### src/hdl/pavt_cfg.svh
/*
 * constants of the program address, vector and table read block.
 * assumes a 20 MHz core clock and one clock per instruction cycle.
 */
`ifndef PAVT_CFG_SVH
`define PAVT_CFG_SVH
// variant: bank select bits, in-bank word address bits, full address bits
`define PAVT_BANK_BITS 5
`define PAVT_PAGE_BITS 13
`define PAVT_ADDR_BITS 18
`define PAVT_NUM_INT 6
// fixed vector words
`define PAVT_VEC_RESET 18'h00000
`define PAVT_VEC_EXT   18'h00004
`define PAVT_VEC_T0    18'h00008
`define PAVT_VEC_T1    18'h0000c
`define PAVT_VEC_T2    18'h00010
`define PAVT_VEC_RC    18'h00014
`define PAVT_VEC_ADPCM 18'h00018
// last page of a bank: address bits 12..8 all ones
`define PAVT_LAST_PAGE 5'h1f
// register indices, byte address is four times the index
`define PAVT_IDX_TBL_LOW  8'h07
`define PAVT_IDX_TBL_HB   8'h08
`define PAVT_IDX_BANK     8'h2d
`define PAVT_IDX_TBL_MID  8'h3c
`define PAVT_IDX_TBL_HIGH 8'h3d
`define PAVT_IDX_STATUS   8'h3e
// reset values
`define PAVT_RST_BANK 8'h00
`define PAVT_RST_TBL  8'h00
// status word fields
`define PAVT_ST_BANK 8
`define PAVT_ST_BUSY 16
// axi responses
`define PAVT_RESP_OKAY   2'b00
`define PAVT_RESP_SLVERR 2'b10
`endif

### src/hdl/pavt_pkg.sv
/*
 * types of the program address, vector and table read block.
 * assumes pavt_cfg.svh is compiled alongside.
 */
`default_nettype none
package pavt_pkg;
    // table read sequence, gray coded along idle -> addr -> data
    typedef enum logic [1:0] {
        PAVT_TBL_IDLE = 2'b00,
        PAVT_TBL_ADDR = 2'b01,
        PAVT_TBL_DATA = 2'b11
    } pavt_tbl_state_t;
endpackage
`default_nettype wire

### src/hdl/pavt_core.sv
/*
 * program memory address generation: reset and interrupt vectors, banked
 * fetch address with deferred bank switch, two-cycle table reads, and an
 * axi4-lite register slave.
 * assumes the core sequencer runs on clk, one clock per instruction cycle,
 * and that the rom array answers rom_data combinationally from rom_addr.
 */
// Register access over AXI4-Lite was left to the implementer.
// Function
// - reset forces fetch address to word 000
// - enabled falling edge external interrupt vectors to 004
// - timer 0 overflow vectors to 008
// - timer 1 overflow vectors to 00c
// - timer 2 overflow vectors to 010
// - rc converter interrupt vectors to 014
// - adpcm interrupt vectors to 018
// - fetch address is bank plus counter
// - banks of 8192 sixteen-bit words
// - bank write takes effect after branch/interrupt
// - bank select decodes only its low bits
// - table address from three pointer registers
// - current mode uses high, middle, low pointers
// - last page mode uses bank, ones, low
// - table address width follows the variant
// - low byte to destination, high byte stored
// - unbacked high byte bits are don't care
// - table high byte is read only
// - table read takes two cycles, rom second
// - full stack holds request, withholds vector
`include "pavt_cfg.svh"
`default_nettype none
module pavt_core (
    input  wire logic        clk,                    // 20 mhz core clock
    input  wire logic        rstn,                   // async reset, active low
    input  wire logic [11:0] s_axi_awaddr,           // write address
    input  wire logic        s_axi_awvalid,          // write address valid
    output logic             s_axi_awready,          // write address ready
    input  wire logic [31:0] s_axi_wdata,            // write data
    input  wire logic [3:0]  s_axi_wstrb,            // write byte enables
    input  wire logic        s_axi_wvalid,           // write data valid
    output logic             s_axi_wready,           // write data ready
    output logic [1:0]       s_axi_bresp,            // write response
    output logic             s_axi_bvalid,           // write response valid
    input  wire logic        s_axi_bready,           // write response ready
    input  wire logic [11:0] s_axi_araddr,           // read address
    input  wire logic        s_axi_arvalid,          // read address valid
    output logic             s_axi_arready,          // read address ready
    output logic [31:0]      s_axi_rdata,            // read data
    output logic [1:0]       s_axi_rresp,            // read response
    output logic             s_axi_rvalid,           // read data valid
    input  wire logic        s_axi_rready,           // read data ready
    input  wire logic [12:0] pc_next,                // in-bank word of next fetch
    input  wire logic        branch_done,            // jump or call completes
    input  wire logic        ext_int_n,              // external interrupt pin
    input  wire logic        tmr0_ovf,               // timer 0 overflow pulse
    input  wire logic        tmr1_ovf,               // timer 1 overflow pulse
    input  wire logic        tmr2_ovf,               // timer 2 overflow pulse
    input  wire logic        rc_converter_interrupt, // rc converter event pulse
    input  wire logic        adpcm_int,              // adpcm event pulse
    input  wire logic [4:0]  int_enable,             // ext, t0, t1, t2, adpcm
    input  wire logic        stack_full,             // no free stack level
    input  wire logic        tbl_start,              // table read request
    input  wire logic        tbl_last_page,          // 1: last page mode
    input  wire logic [7:0]  tbl_dest,               // destination register
    input  wire logic [15:0] rom_data,               // rom word
    output logic [17:0]      rom_addr,               // rom word address
    output logic             rom_sel_tbl,            // rom used by table read
    output logic [17:0]      fetch_addr,             // instruction fetch address
    output logic             vector_take,            // interrupt entry pulse
    output logic             tbl_busy,               // table read under way
    output logic             tbl_done,               // table read result pulse
    output logic [7:0]       tbl_low_data,           // low byte for destination
    output logic [7:0]       tbl_dest_out            // destination register
);
    // software registers
    logic [7:0]  rom_bank_select;      // pending bank, written by software
    logic [7:0]  table_pointer_low;    // table address bits 7..0
    logic [7:0]  table_pointer_middle; // table address bits 15..8
    logic [7:0]  table_pointer_high;   // table address bits 17..16
    logic [7:0]  table_high_byte;      // high byte of last table read
    // bank and interrupt state
    logic [`PAVT_BANK_BITS-1:0] active_bank;  // bank that fetch uses
    logic [`PAVT_NUM_INT-1:0]   pend;         // latched interrupt requests
    logic                       ext_s1;       // pin sync stage 1
    logic                       ext_s2;       // pin sync stage 2
    logic                       ext_s3;       // delayed for edge detect
    // table read state
    pavt_pkg::pavt_tbl_state_t  tbl_state;    // sequence state
    logic [`PAVT_ADDR_BITS-1:0] tbl_addr;     // latched table address
    // axi state
    logic        aw_have;                     // write address held
    logic        w_have;                      // write data held
    logic [11:0] aw_addr;                     // held write address
    logic [31:0] w_data;                      // held write data
    logic [3:0]  w_strb;                      // held byte enables

    // axi channel handshakes; one write and one read in flight at most
    assign s_axi_awready = !aw_have && !s_axi_bvalid;
    assign s_axi_wready  = !w_have && !s_axi_bvalid;
    assign s_axi_arready = !s_axi_rvalid;
    wire       aw_hs   = s_axi_awvalid && s_axi_awready;
    wire       w_hs    = s_axi_wvalid && s_axi_wready;
    wire       ar_hs   = s_axi_arvalid && s_axi_arready;
    wire [11:0] wa     = aw_hs ? s_axi_awaddr : aw_addr;
    wire [31:0] wd     = w_hs ? s_axi_wdata : w_data;
    wire [3:0]  ws     = w_hs ? s_axi_wstrb : w_strb;
    wire       wr_go   = (aw_have || aw_hs) && (w_have || w_hs);
    wire [7:0] widx    = wa[9:2];
    wire [7:0] ridx    = s_axi_araddr[9:2];
    wire       wr_lo   = wr_go && ws[0];
    // only word offsets below the index range decode; upper address bits
    // must be zero so aliases answer as unmapped
    wire       wr_ok   = (wa[11:10] == 2'b00) && (wa[1:0] == 2'b00);
    wire       rd_ok   = (s_axi_araddr[11:10] == 2'b00) && (s_axi_araddr[1:0] == 2'b00);
    wire       w_bank  = wr_lo && wr_ok && widx == `PAVT_IDX_BANK;
    wire       w_tlow  = wr_lo && wr_ok && widx == `PAVT_IDX_TBL_LOW;
    wire       w_tmid  = wr_lo && wr_ok && widx == `PAVT_IDX_TBL_MID;
    wire       w_thigh = wr_lo && wr_ok && widx == `PAVT_IDX_TBL_HIGH;
    // writes to table_high_byte and status are accepted with okay and dropped
    wire       w_known = wr_ok && (widx == `PAVT_IDX_BANK || widx == `PAVT_IDX_TBL_LOW
                         || widx == `PAVT_IDX_TBL_MID || widx == `PAVT_IDX_TBL_HIGH
                         || widx == `PAVT_IDX_TBL_HB || widx == `PAVT_IDX_STATUS);

    // status word: pending requests, active bank, table busy
    wire [31:0] stat_word = {26'h0, pend}
                          | (32'(active_bank) << `PAVT_ST_BANK)
                          | (32'(tbl_busy) << `PAVT_ST_BUSY);

    // read decode, unmapped reads return zero with slverr
    logic [31:0] rd_word;
    logic        rd_known;
    always_comb begin
        rd_word  = 32'h0;
        rd_known = rd_ok;
        unique case (ridx)
            `PAVT_IDX_BANK:     rd_word = {24'h0, rom_bank_select};
            `PAVT_IDX_TBL_LOW:  rd_word = {24'h0, table_pointer_low};
            `PAVT_IDX_TBL_MID:  rd_word = {24'h0, table_pointer_middle};
            `PAVT_IDX_TBL_HIGH: rd_word = {24'h0, table_pointer_high};
            `PAVT_IDX_TBL_HB:   rd_word = {24'h0, table_high_byte};
            `PAVT_IDX_STATUS:   rd_word = stat_word;
            default:            rd_known = 1'b0;
        endcase
    end

    // axi write path: hold whichever half arrives first
    always_ff @(posedge clk or negedge rstn) begin
        if (!rstn) begin
            aw_have      <= 1'b0;
            w_have       <= 1'b0;
            aw_addr      <= 12'h0;
            w_data       <= 32'h0;
            w_strb       <= 4'h0;
            s_axi_bvalid <= 1'b0;
            s_axi_bresp  <= `PAVT_RESP_OKAY;
        end else begin
            if (aw_hs) aw_addr <= s_axi_awaddr;
            if (w_hs) w_data <= s_axi_wdata;
            if (w_hs) w_strb <= s_axi_wstrb;
            aw_have <= wr_go ? 1'b0 : (aw_have || aw_hs);
            w_have  <= wr_go ? 1'b0 : (w_have || w_hs);
            if (wr_go) begin
                s_axi_bvalid <= 1'b1;
                s_axi_bresp  <= w_known ? `PAVT_RESP_OKAY : `PAVT_RESP_SLVERR;
            end else if (s_axi_bready) begin
                s_axi_bvalid <= 1'b0;
            end
        end
    end

    // axi read path, answer one cycle after the address is taken
    always_ff @(posedge clk or negedge rstn) begin
        if (!rstn) begin
            s_axi_rvalid <= 1'b0;
            s_axi_rdata  <= 32'h0;
            s_axi_rresp  <= `PAVT_RESP_OKAY;
        end else if (ar_hs) begin
            s_axi_rvalid <= 1'b1;
            s_axi_rdata  <= rd_known ? rd_word : 32'h0;
            s_axi_rresp  <= rd_known ? `PAVT_RESP_OKAY : `PAVT_RESP_SLVERR;
        end else if (s_axi_rready) begin
            s_axi_rvalid <= 1'b0;
        end
    end

    // software registers; the table pointers feed the table address and the axi read data
    always_ff @(posedge clk or negedge rstn) begin
        if (!rstn) begin
            rom_bank_select      <= `PAVT_RST_BANK;
            table_pointer_low    <= `PAVT_RST_TBL;
            table_pointer_middle <= `PAVT_RST_TBL;
            table_pointer_high   <= `PAVT_RST_TBL;
        end else begin
            if (w_bank) rom_bank_select <= wd[7:0];
            if (w_tlow) table_pointer_low <= wd[7:0];
            if (w_tmid) table_pointer_middle <= wd[7:0];
            if (w_thigh) table_pointer_high <= wd[7:0];
        end
    end

    // external pin: two flops, then a third for the falling edge
    always_ff @(posedge clk or negedge rstn) begin
        if (!rstn) begin
            ext_s1 <= 1'b1;
            ext_s2 <= 1'b1;
            ext_s3 <= 1'b1;
        end else begin
            ext_s1 <= ext_int_n;
            ext_s2 <= ext_s1;
            ext_s3 <= ext_s2;
        end
    end

    // request sources in vector order; rc converter has no enable here
    wire [`PAVT_NUM_INT-1:0] set_req = {adpcm_int, rc_converter_interrupt, tmr2_ovf,
                                        tmr1_ovf, tmr0_ovf, ext_s3 && !ext_s2};
    wire [`PAVT_NUM_INT-1:0] en_req  = {int_enable[4], 1'b1, int_enable[3:0]};
    wire [`PAVT_NUM_INT-1:0] ready   = pend & en_req;
    // a full stack withholds entry but leaves the request latched
    wire take_w = (|ready) && !stack_full && !tbl_busy;

    // lowest vector first among enabled pending requests
    logic [`PAVT_NUM_INT-1:0] pick;
    always_comb begin
        pick = '0;
        for (int i = `PAVT_NUM_INT - 1; i >= 0; i--) begin
            if (ready[i]) pick = `PAVT_NUM_INT'(1) << i;
        end
    end

    // vector word of the chosen source
    logic [`PAVT_ADDR_BITS-1:0] vec;
    always_comb begin
        unique case (1'b1)
            pick[0]: vec = `PAVT_VEC_EXT;
            pick[1]: vec = `PAVT_VEC_T0;
            pick[2]: vec = `PAVT_VEC_T1;
            pick[3]: vec = `PAVT_VEC_T2;
            pick[4]: vec = `PAVT_VEC_RC;
            pick[5]: vec = `PAVT_VEC_ADPCM;
            default: vec = `PAVT_VEC_RESET;
        endcase
    end

    // set wins over the clear of the serviced request
    wire [`PAVT_NUM_INT-1:0] clr = take_w ? pick : '0;
    wire [`PAVT_NUM_INT-1:0] next_pend = (pend & ~clr) | set_req;

    // only the low bank bits decode; the bank applies after entry or branch
    wire [`PAVT_BANK_BITS-1:0] sel_bank = rom_bank_select[`PAVT_BANK_BITS-1:0];
    wire bank_upd = branch_done || take_w;
    wire [`PAVT_BANK_BITS-1:0] next_bank = bank_upd ? sel_bank : active_bank;
    // bank times 8192 words plus in-bank word
    wire [`PAVT_ADDR_BITS-1:0] next_fetch = take_w ? vec
                                          : {next_bank, pc_next};

    // fetch address, bank and interrupt requests
    always_ff @(posedge clk or negedge rstn) begin
        if (!rstn) begin
            fetch_addr  <= `PAVT_VEC_RESET;
            active_bank <= '0;
            pend        <= '0;
            vector_take <= 1'b0;
        end else begin
            fetch_addr  <= next_fetch;
            active_bank <= next_bank;
            pend        <= next_pend;
            vector_take <= take_w;
        end
    end

    // table address: current pointers, or last page of the selected bank;
    // bits above the implemented width are dropped
    wire [17:0] cur_full  = {table_pointer_high[1:0], table_pointer_middle,
                             table_pointer_low};
    wire [17:0] last_full = {sel_bank, `PAVT_LAST_PAGE, table_pointer_low};
    wire [`PAVT_ADDR_BITS-1:0] next_tbl_addr = tbl_last_page
                               ? last_full[`PAVT_ADDR_BITS-1:0]
                               : cur_full[`PAVT_ADDR_BITS-1:0];
    wire tbl_go = tbl_start && (tbl_state == pavt_pkg::PAVT_TBL_IDLE);

    // table read sequence: address cycle, then rom cycle
    always_ff @(posedge clk or negedge rstn) begin
        if (!rstn) begin
            tbl_state <= pavt_pkg::PAVT_TBL_IDLE;
        end else begin
            unique case (tbl_state)
                pavt_pkg::PAVT_TBL_IDLE: if (tbl_go) tbl_state <= pavt_pkg::PAVT_TBL_ADDR;
                pavt_pkg::PAVT_TBL_ADDR: tbl_state <= pavt_pkg::PAVT_TBL_DATA;
                pavt_pkg::PAVT_TBL_DATA: tbl_state <= pavt_pkg::PAVT_TBL_IDLE;
                default:                 tbl_state <= pavt_pkg::PAVT_TBL_IDLE;
            endcase
        end
    end

    // table data: low byte with destination out, high byte kept here;
    // unbacked high bits simply carry whatever the rom word holds
    always_ff @(posedge clk or negedge rstn) begin
        if (!rstn) begin
            tbl_addr        <= '0;
            tbl_dest_out    <= 8'h0;
            tbl_low_data    <= 8'h0;
            table_high_byte <= 8'h0;
            tbl_done        <= 1'b0;
        end else begin
            if (tbl_go) tbl_addr <= next_tbl_addr;
            if (tbl_go) tbl_dest_out <= tbl_dest;
            if (rom_sel_tbl) tbl_low_data <= rom_data[7:0];
            if (rom_sel_tbl) table_high_byte <= rom_data[15:8];
            tbl_done <= rom_sel_tbl;
        end
    end

    // rom port: table owns it during its second cycle, fetch otherwise
    assign tbl_busy    = tbl_state != pavt_pkg::PAVT_TBL_IDLE;
    assign rom_sel_tbl = tbl_state == pavt_pkg::PAVT_TBL_DATA;
    assign rom_addr    = rom_sel_tbl ? tbl_addr : fetch_addr;

    // checks; table address checks look back to the pointers and bank seen at
    // the start edge, so a pointer write during the read cannot hide a fault

    AST_RESET_FETCH: assert property (@(posedge clk) disable iff (!rstn)
        !$past(rstn) |-> fetch_addr == `PAVT_VEC_RESET)
        else $error("fetch address not zero after reset");
    AST_FETCH_BANK: assert property (@(posedge clk) disable iff (!rstn)
        (!take_w && !branch_done) |=> fetch_addr == {$past(active_bank), $past(pc_next)})
        else $error("fetch address not bank plus counter");
    AST_VEC_EXT: assert property (@(posedge clk) disable iff (!rstn)
        (take_w && ready[0]) |=> vector_take && fetch_addr == `PAVT_VEC_EXT)
        else $error("external vector not taken");
    AST_VEC_T0: assert property (@(posedge clk) disable iff (!rstn)
        (take_w && ready[1:0] == 2'b10) |=> fetch_addr == `PAVT_VEC_T0)
        else $error("timer 0 vector wrong");
    AST_VEC_T1: assert property (@(posedge clk) disable iff (!rstn)
        (take_w && ready[2:0] == 3'b100) |=> fetch_addr == `PAVT_VEC_T1)
        else $error("timer 1 vector wrong");
    AST_VEC_T2: assert property (@(posedge clk) disable iff (!rstn)
        (take_w && ready[3:0] == 4'b1000) |=> fetch_addr == `PAVT_VEC_T2)
        else $error("timer 2 vector wrong");
    AST_VEC_RC: assert property (@(posedge clk) disable iff (!rstn)
        (take_w && ready[4:0] == 5'b10000) |=> fetch_addr == `PAVT_VEC_RC)
        else $error("rc converter vector wrong");
    AST_VEC_ADPCM: assert property (@(posedge clk) disable iff (!rstn)
        (take_w && ready == 6'h20) |=> fetch_addr == `PAVT_VEC_ADPCM && pend[5] == $past(set_req[5]))
        else $error("adpcm vector wrong");
    AST_STACK_HOLD: assert property (@(posedge clk) disable iff (!rstn)
        (stack_full && (|ready)) |=> !vector_take && (|pend))
        else $error("vector taken or request lost while stack full");
    AST_BANK_DEFER: assert property (@(posedge clk) disable iff (!rstn)
        (w_bank && !bank_upd) |=> active_bank == $past(active_bank))
        else $error("bank changed without a branch");
    AST_BANK_APPLY: assert property (@(posedge clk) disable iff (!rstn)
        branch_done |=> active_bank == $past(rom_bank_select[`PAVT_BANK_BITS-1:0]))
        else $error("bank not applied at branch");
    AST_TBL_TWO: assert property (@(posedge clk) disable iff (!rstn)
        tbl_go |=> (tbl_busy && !rom_sel_tbl) ##1 rom_sel_tbl ##1 (tbl_done && !tbl_busy))
        else $error("table read not two cycles");
    AST_TBL_LAST: assert property (@(posedge clk) disable iff (!rstn)
        (tbl_go && tbl_last_page) |-> ##2 rom_sel_tbl && rom_addr[12:8] == `PAVT_LAST_PAGE
        && rom_addr[17:13] == $past(rom_bank_select[`PAVT_BANK_BITS-1:0], 2))
        else $error("last page address wrong");
    AST_TBL_CUR: assert property (@(posedge clk) disable iff (!rstn)
        (tbl_go && !tbl_last_page) |-> ##2 rom_sel_tbl
        && rom_addr == {$past(table_pointer_high[1:0], 2), $past(table_pointer_middle, 2),
        $past(table_pointer_low, 2)})
        else $error("current table address wrong");
    AST_TBL_HB: assert property (@(posedge clk) disable iff (!rstn)
        !rom_sel_tbl |=> table_high_byte == $past(table_high_byte))
        else $error("table high byte changed outside a table read");
    AST_TBL_LOW: assert property (@(posedge clk) disable iff (!rstn)
        rom_sel_tbl |=> tbl_done && tbl_low_data == $past(rom_data[7:0])
        && table_high_byte == $past(rom_data[15:8]))
        else $error("table bytes not delivered");
endmodule
`default_nettype wire

### config.mk
export PLATFORM = sky130hd
export DESIGN_NAME = pavt_core
export DESIGN_NICKNAME = d
export VERILOG_FILES = /design/src/hdl/pavt_pkg.sv /design/src/hdl/pavt_core.sv
export VERILOG_INCLUDE_DIRS = /design/src /design/src/hdl
export SDC_FILE = /design/constraint.sdc
export NUM_CORES = 1
export LEC_CHECK = 0
export CORE_UTILIZATION = 60
export DETAILED_ROUTE_END_ITERATION = 8
export DONT_BUFFER_PORTS = 1
export PLACE_DENSITY_LB_ADDON = 0.08
export SKIP_CTS_REPAIR_TIMING = 1
export SLEW_MARGIN = 10
export SYNTH_ARGS = -nofsm -noshare
export SYNTH_HDL_FRONTEND = slang
export SYNTH_SLANG_ARGS = --single-unit
export TNS_END_PERCENT = 100
### constraint.sdc
create_clock -name clk -period 2.4 [get_ports clk]
set_input_delay 0.48 -clock clk [delete_from_list [all_inputs] [get_ports clk]]
set_output_delay 0.48 -clock clk [all_outputs]
set_load 0.01 [all_outputs]
==> run metrics, run 1 <==
CP max stage cell=dfrtp_1; Routed WL=14700 µm; vias in the first global route=4510; die area=0.0118 mm²; maximum clock rate=0.453 GHz; Routed Antenna Nets=0; RSZ-0062 raised after global routing=no; ys async rst share=1.00; CTS Root Cell=clkbuf_16; nets@finish=705; Synth Instances=578; CTS tree=built; clk slew on worst S/H paths=0.06 ns; CP Class=reg2out; WP buf/inv=1; max-slew violations=0; CP cell instances=nand2_2 -> buf_12 -> mux2_2; vias per inst=6.04; Iteration-0 DRC Markers=336; Worst Setup SP=tbl_state[1]; Final setup viols=0; Final Hold Viols=151; post-DP HPWL=10400 µm; clk sinks=151; Primary FF master, synth=dfrtp_1; initial antenna violation count=1; Max Buffers Root-to-Sink=2; number of synthesized register bits=151; highest-count cells in the layout ignoring fill and taps=dfrtp_1 (148), mux2_2 (90), nand2_1 (57); CP required=1.92 ns; WHS=-0.246 ns; area delta synth->final=10.9%; I/O pins=216; Fill cells=827; slowest cell delay on critical path=0.43 ns; EDFF count, synth=0; post-synthesis sequential area ratio=0.555; Slew headroom=0.454; Critical Path AT=1.73 ns; worst-path maximum fanout=27; Yosys cell types=62; Total GRT Usage=0.264; Row Count=38; skew final=0.00587 ns; total core area=0.0109 mm²; status=complete, but fails checks; Worst-Skew Late Latency=0.42 ns; commonest non-fill, non-tap cell in the layout=dfrtp_1; Top delay family on crit path=flip-flops; Inserted Diodes=0; Worst setup SP type=register; WL/cell=19.8 µm; Post-Syn Area=0.00681 mm²; final setup TNS=0 ns; Port Buffers=0; r2r startpoint=aw_have; layout cells sized above 1=0.265; syn avg cell area=11.8 µm²; MaxCap Viol Count=0; Cell Pwr Density=1090 mW/mm²; drt first pass iters=6; pin count of the biggest net entering global routing=152; YS warnings=0; worst vdd ir=778 µV; Post-Layout Cell Count=739; grt total ovfl=0; DRC violations left=0; global-route wire length before repair=22900 µm; fin crit share=0.919; gpl congestion=0.940; Hold Crit Class=in2async; cts bufs inserted=17; Worst-Margin Slew=0.807 ns; total number of vias=4465; CP Capture Type=output port; CTS H-Tree Depth=4; overall die width=109 µm; Leak=3.48 nW; Initial Util=0.623; Die Y-Extent=109 µm; placed cells=707; minimum clock period=2.21 ns; failing checks=hold timing
## power by group
group / switching [mW] / leakage [nW] / internal (mW) / total [mW]
logic: 0.962 / 1.26 / 0.827 / 1.79
clock network: 0.981 / 0.315 / 1.82 / 2.80
registers: 0.501 / 1.90 / 3.15 / 3.65
total: 2.44 / 3.48 / 5.80 / 8.25
## final timing paths
path | endpoint | slack [ns] | depth (start not counted)
setup / recovery | rom_addr[17] | 0.19 | 3
hold / removal | tbl_done | -0.25 | 0
setup reg to reg | table_pointer_high[4] | 0.31 | 6
hold reg to reg | ext_s2 | 0.36 | 0
max in group asynchronous | ext_s2 | 2.41 | 0
min in group clk | ext_s1 | 0.05 | 0
## per-stage QoR
stage	hold WS [ns]	instance area [µm²]	utilization	total power, mW	worst slack, ns
after floorplan	0.184	6880	-	4.99	0.371
after global placement	0.188	6910	0.632	5.40	0.212
after detailed placement	0.187	6910	0.632	5.49	0.197
after CTS	-0.264	7550	0.690	8.32	0.174
after global routing	-0.264	7550	0.690	8.67	0.121
final	-0.246	7550	0.690	8.25	0.195
## cell usage after synthesis (4+ instances only)
master / n / area (µm²)
mux2_4: 7 / 105
nor2b_1: 14 / 87.6
nor2_1: 40 / 150
a21o_1: 5 / 37.5
a21oi_1: 24 / 120
buf_4: 20 / 150
mux2_2: 90 / 1010
a2111oi_0: 6 / 52.6
and2_1: 4 / 25.0
a22o_1: 7 / 61.3
clkbuf_1: 14 / 52.6
and3_1: 6 / 37.5
nand2_1: 58 / 218
or4_1: 4 / 30.0
o21ai_0: 14 / 70.1
inv_1: 11 / 41.3
dfrtp_1: 148 / 3700
a22oi_1: 6 / 45.0
nor3_1: 4 / 20.0
nand4_1: 4 / 25.0
mux2i_1: 12 / 120
nand3_1: 19 / 95.1
buf_2: 4 / 20.0
## metal layers
layer	routed length [µm]	share of wire	up-vias	track usage
li1	-	-	2034	-
met2	7060	0.48	219	0.419
met3	1220	0.083	36	0.0729
met5	0	0	-	0
met1	6040	0.41	2176	0.342
met4	328	0.022	0	0.111
## kinds of logic after synthesis
logic type             count (synthesis)  synth area share
other                                  1          0.000551
AO/OA/AOI/OAI                         80            0.0790
AND/OR/NAND/NOR                      183             0.139
buffers and inverters                 54            0.0437
multiplexers                         109             0.182
flip-flops                           151             0.555
## worst reg2reg max path: stages, from the launching register on
cell	delay [ns]
dfrtp_1	0.42
nor3b_2	0.18
buf_4	0.21
mux2_2	0.39
and4bb_4	0.22
nand2_2	0.18
mux2_2	0.37
## registers in the layout, indices dropped and copies added (netlist names), 5 cells and up
name and cells:
s_axi_rdata 14, table_pointer_low 8, tbl_addr 18, table_high_byte 8, aw_addr 12, pend 6, rom_bank_select 8, w_data 8
fetch_addr 18, table_pointer_middle 8, tbl_dest_out 8, tbl_low_data 8, table_pointer_high 8, active_bank 5
## area by class of cell
| cell class | instances | area [µm²] | area share |
|---|---|---|---|
| Sequential cell | 151 | 3780 | 0.501 |
| Clock buffer | 25 | 526 | 0.0696 |
| Clock inverter | 7 | 113 | 0.0149 |
| Tap cell | 140 | 175 | 0.0232 |
| Multi-Input combinational cell | 392 | 2800 | 0.371 |
| Timing Repair Buffer | 13 | 110 | 0.0146 |
| Inverter | 11 | 41.3 | 0.00547 |
No activity file was read; power rests on OpenSTA's default activity.
==> inputs of run 2 (changes only) <==
--- a/config.mk
+++ b/config.mk
@@ -6,7 +6,8 @@
 export SDC_FILE = /design/constraint.sdc
 export NUM_CORES = 1
 export LEC_CHECK = 0
-export CORE_UTILIZATION = 60
+export ABC_AREA = 1
+export CORE_UTILIZATION = 50
 export DETAILED_ROUTE_END_ITERATION = 8
 export DONT_BUFFER_PORTS = 1
 export PLACE_DENSITY_LB_ADDON = 0.08
==> run metrics, run 2 <==
Iteration-0 DRC Markers=404; synth cell count leaders=nand2_1 (328), dfrtp_1 (148), inv_1 (88); final setup TNS=0 ns; Final setup viols=0; Critical Path AT=1.73 ns; Synth top area share=0.541; number of synthesized register bits=151; overall die width=119 µm; Inserted Diodes=0; Tot Pwr=8.31 mW; Primary FF master, synth=dfrtp_1; Routed WL=16700 µm; Leak=4.09 nW; DRC violations left=0; Yosys cell types=32; EDFF count, synth=0; CTS H-Tree Depth=4; worst vdd ir=440 µV; Area after DPL=0.00708 mm²; met1 Use GR=0.342; Cell Pwr Density=1080 mW/mm²; global-route wire length before repair=27400 µm; vias per inst=5.23; Worst-Skew Late Latency=0.42 ns; Post-Layout Cell Count=1064; final core occ=0.581; Synth Instances=855; CP required=1.92 ns; Post-Syn Area=0.00684 mm²; Port Buffers=0; clk sinks=151; cts bufs inserted=17; die area=0.0142 mm²; ys async rst share=1.00; status=complete, but fails checks; WL/cell=15.7 µm; drt first pass iters=6; post-route setup slack=0.187 ns; layout cells sized above 1=0.0743; Worst setup SP type=register; dominant cell type by area after synthesis=dfrtp_1; fin crit share=0.922; gr busiest metal=met2; minimum clock period=2.21 ns; YS warnings=0; CP Capture Type=output port; pin count of the biggest net entering global routing=152; worst-path maximum fanout=21; Slew headroom=0.522; gpl congestion=0.872; CP Class=reg2out; worst-case reg-to-reg path depth=9; syn avg cell area=8.00 µm²; Initial Util=0.515; biggest regs=fetch_addr (18), tbl_addr (18), s_axi_rdata (14); grt total ovfl=0; Total GRT Usage=0.252; nets@finish=994; Worst-Margin Slew=0.716 ns; commonest non-fill, non-tap cell in the layout=nand2_1; RSZ-0062 raised after global routing=no; Die Y-Extent=119 µm; placed cells=1032; CTS tree=built; WHS=-0.251 ns; Routed Antenna Nets=0; total number of vias=5562; total core area=0.0133 mm²; CTS Root Cell=clkbuf_16; Hold Crit Class=in2async; Row Count=42; failing checks=hold timing; initial antenna violation count=0; clk slew on worst S/H paths=0.06 ns; post-DP HPWL=12100 µm; count leader, synth=nand2_1; maximum clock rate=0.452 GHz; max-slew violations=0; Finished Cell Area=0.00772 mm²; MaxCap Viol Count=0; Place WS=0.154 ns; post-synthesis sequential area ratio=0.553; top cells by area, synth=dfrtp_1 (54%), nand2_1 (18%), nand3_1 (5.0%); met2 GRT Util=0.387; Max Buffers Root-to-Sink=2; highest-count cells in the layout ignoring fill and taps=nand2_1 (326), dfrtp_1 (148), inv_1 (88); I/O pins=216; met3 Usage GRT=0.0637; Final Hold Viols=148; skew final=0.00470 ns; area delta synth->final=12.9%; vias in the first global route=5476
run 2: cell types whose count changed after synthesis, moves of 7 or more:
cell      delta
a21oi_1     -13
a22o_1       -7
inv_1       +77
mux2_2      -90
mux2_4       -7
mux2i_1     -12
nand2_1    +270
nand3_1     +49
nor2_1      +22
nor2b_1     -14
o211ai_1     +8
o21ai_0     +40
run 2: final cells by class:
class                           instances  area, µm²
Fill cell                            1229       5570
Sequential cell                       151       3780
Multi-Input combinational cell        587       2530
Clock buffer                           24        502
Inverter                               93        349
Tap cell                              176        220
Timing Repair Buffer                   25        200
Clock inverter                          8        143
run 2: critical path, stage by stage, from the launching register on:
cell	delay [ns]
dfrtp_1	0.40
nand2_1	0.09
inv_1	0.53
nand2_1	0.14
nand2_1	0.15
run 2: where the power goes:
group          switching (mW)  internal, mW  total, mW
Sequential              0.403          3.13       3.53
Clock                   0.995          1.87       2.87
Combinational            1.32         0.583       1.91
Total                    2.72          5.59       8.31
run 2: path summary, 6_finish.rpt:
path,end,startpoint,slack (ns)
worst max-delay path,rom_addr[0],tbl_state[1],0.19
worst min-delay path,tbl_low_data[2],rstn,-0.25
worst max register to register,table_pointer_high[3],s_axi_bvalid,0.24
worst min register to register,ext_s2,ext_s1,0.36
max in group asynchronous,ext_s2,rstn,2.35
min in group clk,ext_s1,ext_int_n,0.05
run 2: kinds of logic after synthesis:
kind of cell	share of synthesized area
AOI/OAI and AO/OA	0.0750
and+or+nand+nor	0.283
buffers and inverters	0.0891
other	0.000548
DFF	0.553
run 2: routing by layer:
layer  vias to the layer above  routed length (µm)
met5                         -                   0
met4                         0                 311
met3                        22                1150
met2                       200                7630
met1                      2649                7640
li1                       2691                   -
==> inputs of run 3 (changes only) <==
--- a/config.mk
+++ b/config.mk
@@ -11,6 +11,7 @@
 export DETAILED_ROUTE_END_ITERATION = 8
 export DONT_BUFFER_PORTS = 1
 export PLACE_DENSITY_LB_ADDON = 0.08
+export SETUP_SLACK_MARGIN = 0.3
 export SKIP_CTS_REPAIR_TIMING = 1
 export SLEW_MARGIN = 10
 export SYNTH_ARGS = -nofsm -noshare
==> run metrics, run 3 (same netlist as run 2, synthesis figures left out) <==
Leak=4.28 nW; DRC violations left=0; die area=0.0142 mm²; grt total ovfl=0; worst-path maximum fanout=9; CP cell instances=nor2_4 -> buf_4 -> nand2_8 -> nand2_1 -> o21ai_4 -> nand4_1 -> nor3_4 -> buf_4 -> clkbuf_16 -> buf_4 -> nand3_1 -> nand2_1; Total GRT Usage=0.252; clk slew on worst S/H paths=0.06 ns; CTS Root Cell=clkbuf_16; CP Class=reg2reg; max-slew violations=0; Max Buffers Root-to-Sink=2; Routed WL=17800 µm; Place WS=0.154 ns; I/O pins=216; commonest non-fill, non-tap cell in the layout=nand2_1; total core area=0.0133 mm²; Hold Crit Class=in2async; pin count of the biggest net entering global routing=152; Fill cells=1185; Critical Path AT=2.33 ns; CTS tree=built; Die Y-Extent=119 µm; FF-to-FF End=rom_bank_select[3]; worst vdd ir=440 µV; biggest regs=fetch_addr (18), tbl_addr (18), s_axi_rdata (14); skew final=0.00438 ns; global-route wire length before repair=27400 µm; RSZ-0062 raised after global routing=yes; CP max stage cell=dfrtp_2; slowest cell delay on critical path=0.46 ns; highest-count cells in the layout ignoring fill and taps=nand2_1 (317), dfrtp_1 (147), inv_1 (86); most frequent CP cell=buf_4; Worst setup SP type=register; Final Hold Viols=148; setup slack, reg-to-reg=0.38 ns; layout cells sized above 1=0.120; MaxCap Viol Count=0; Final setup viols=0; CTS H-Tree Depth=4; drt first pass iters=5; total number of vias=5751; Worst-Skew Late Latency=0.42 ns; worst-case reg-to-reg path depth=12; cts bufs inserted=17; CP Capture Type=register; maximum clock rate=0.494 GHz; Inserted Diodes=0; vias per inst=5.30; Initial Util=0.515; fin crit share=0.843; final setup TNS=0 ns; minimum clock period=2.02 ns; overall die width=119 µm; post-route setup slack=0.378 ns; WHS=-0.249 ns; Row Count=42; post-DP HPWL=12100 µm; status=complete, but fails checks; Routed Antenna Nets=0; Port Buffers=0; Iteration-0 DRC Markers=460; CP required=2.71 ns; vias in the first global route=5476; placed cells=1032; area of the multi-input gates=0.00265 mm²; Cell Pwr Density=1060 mW/mm²; r2r startpoint=s_axi_bvalid; initial antenna violation count=0; Worst-Margin Slew=0.552 ns; Reg area=0.00378 mm²; failing checks=hold timing; clk sinks=151; Post-Layout Cell Count=1085; Slew headroom=0.631; gpl congestion=0.872; nets@finish=1015; area delta synth->final=17.9%; WL/cell=16.4 µm
run 3: cell types whose count changed in the layout (fill, tap and decap cells not counted), moves of 3 or more:
cell | previous run | this run
clkbuf_16 | 17 | 20
nor2_1 | 61 | 58
buf_4 | 24 | 36
clkinv_1 | 5 | 2
nand2_2 | 4 | 7
clkinvlp_2 | 0 | 3
o21ai_1 | 4 | 0
nand2_4 | 0 | 5
o21ai_2 | 0 | 3
clkinvlp_4 | 1 | 5
nand2_1 | 326 | 317
run 3: final cells by class:
class / count / area share
clock inverters: 8 / 0.0177
inverters: 93 / 0.0451
repair buffers: 42 / 0.0492
clock buffers: 24 / 0.0622
well taps: 176 / 0.0273
multi-input cells: 588 / 0.328
flip-flops and latches: 151 / 0.469
repair inverters: 3 / 0.00186
run 3: worst max-delay path by stage:
| stage | from | end | slack, ns | depth (start not counted) |
|---|---|---|---|---|
| after floorplan | s_axi_bvalid | table_pointer_middle[0] | 0.40 | 10 |
| after global placement | s_axi_bvalid | table_pointer_low[1] | 0.22 | 9 |
| after detailed placement | s_axi_bvalid | table_pointer_low[3] | 0.15 | 9 |
| after CTS | tbl_state[1] | rom_addr[5] | 0.14 | 4 |
| after global routing | s_axi_bvalid | table_pointer_middle[2] | 0.23 | 11 |
| final | s_axi_bvalid | rom_bank_select[3] | 0.38 | 12 |
run 3: metrics by stage:
stage | util | hold WS, ns | area [µm²] | total power [mW]
after CTS | 0.581 | -0.268 | 7720 | 8.38
after global placement | 0.532 | 0.189 | 7080 | 5.39
after floorplan | - | 0.184 | 6910 | 4.88
after detailed placement | 0.532 | 0.188 | 7080 | 5.48
final | 0.607 | -0.249 | 8070 | 8.58
after global routing | 0.607 | -0.272 | 8070 | 9.07
run 3: metal layers:
metal  up-vias  wire [µm]  global-route usage
met4         0        404               0.103
li1       2739          -                   -
met2       202       8320               0.387
met3        40       1350              0.0637
met5         -          0                   0
met1      2770       7690               0.342
run 3: report_power, final:
group	leakage (nW)	total (mW)	switching (mW)	internal (mW)
clock network	0.316	2.87	1.00	1.87
logic	2.05	2.16	1.45	0.708
registers	1.92	3.55	0.414	3.13
run 3: worst max-delay path, delay by kind of cell, from the launching register on:
family,cells,cell delay [ns]
flip-flops,1,0.46
buffers and inverters,4,0.60
AO/OA/AOI/OAI,1,0.07
AND/OR/NAND/NOR,7,0.77
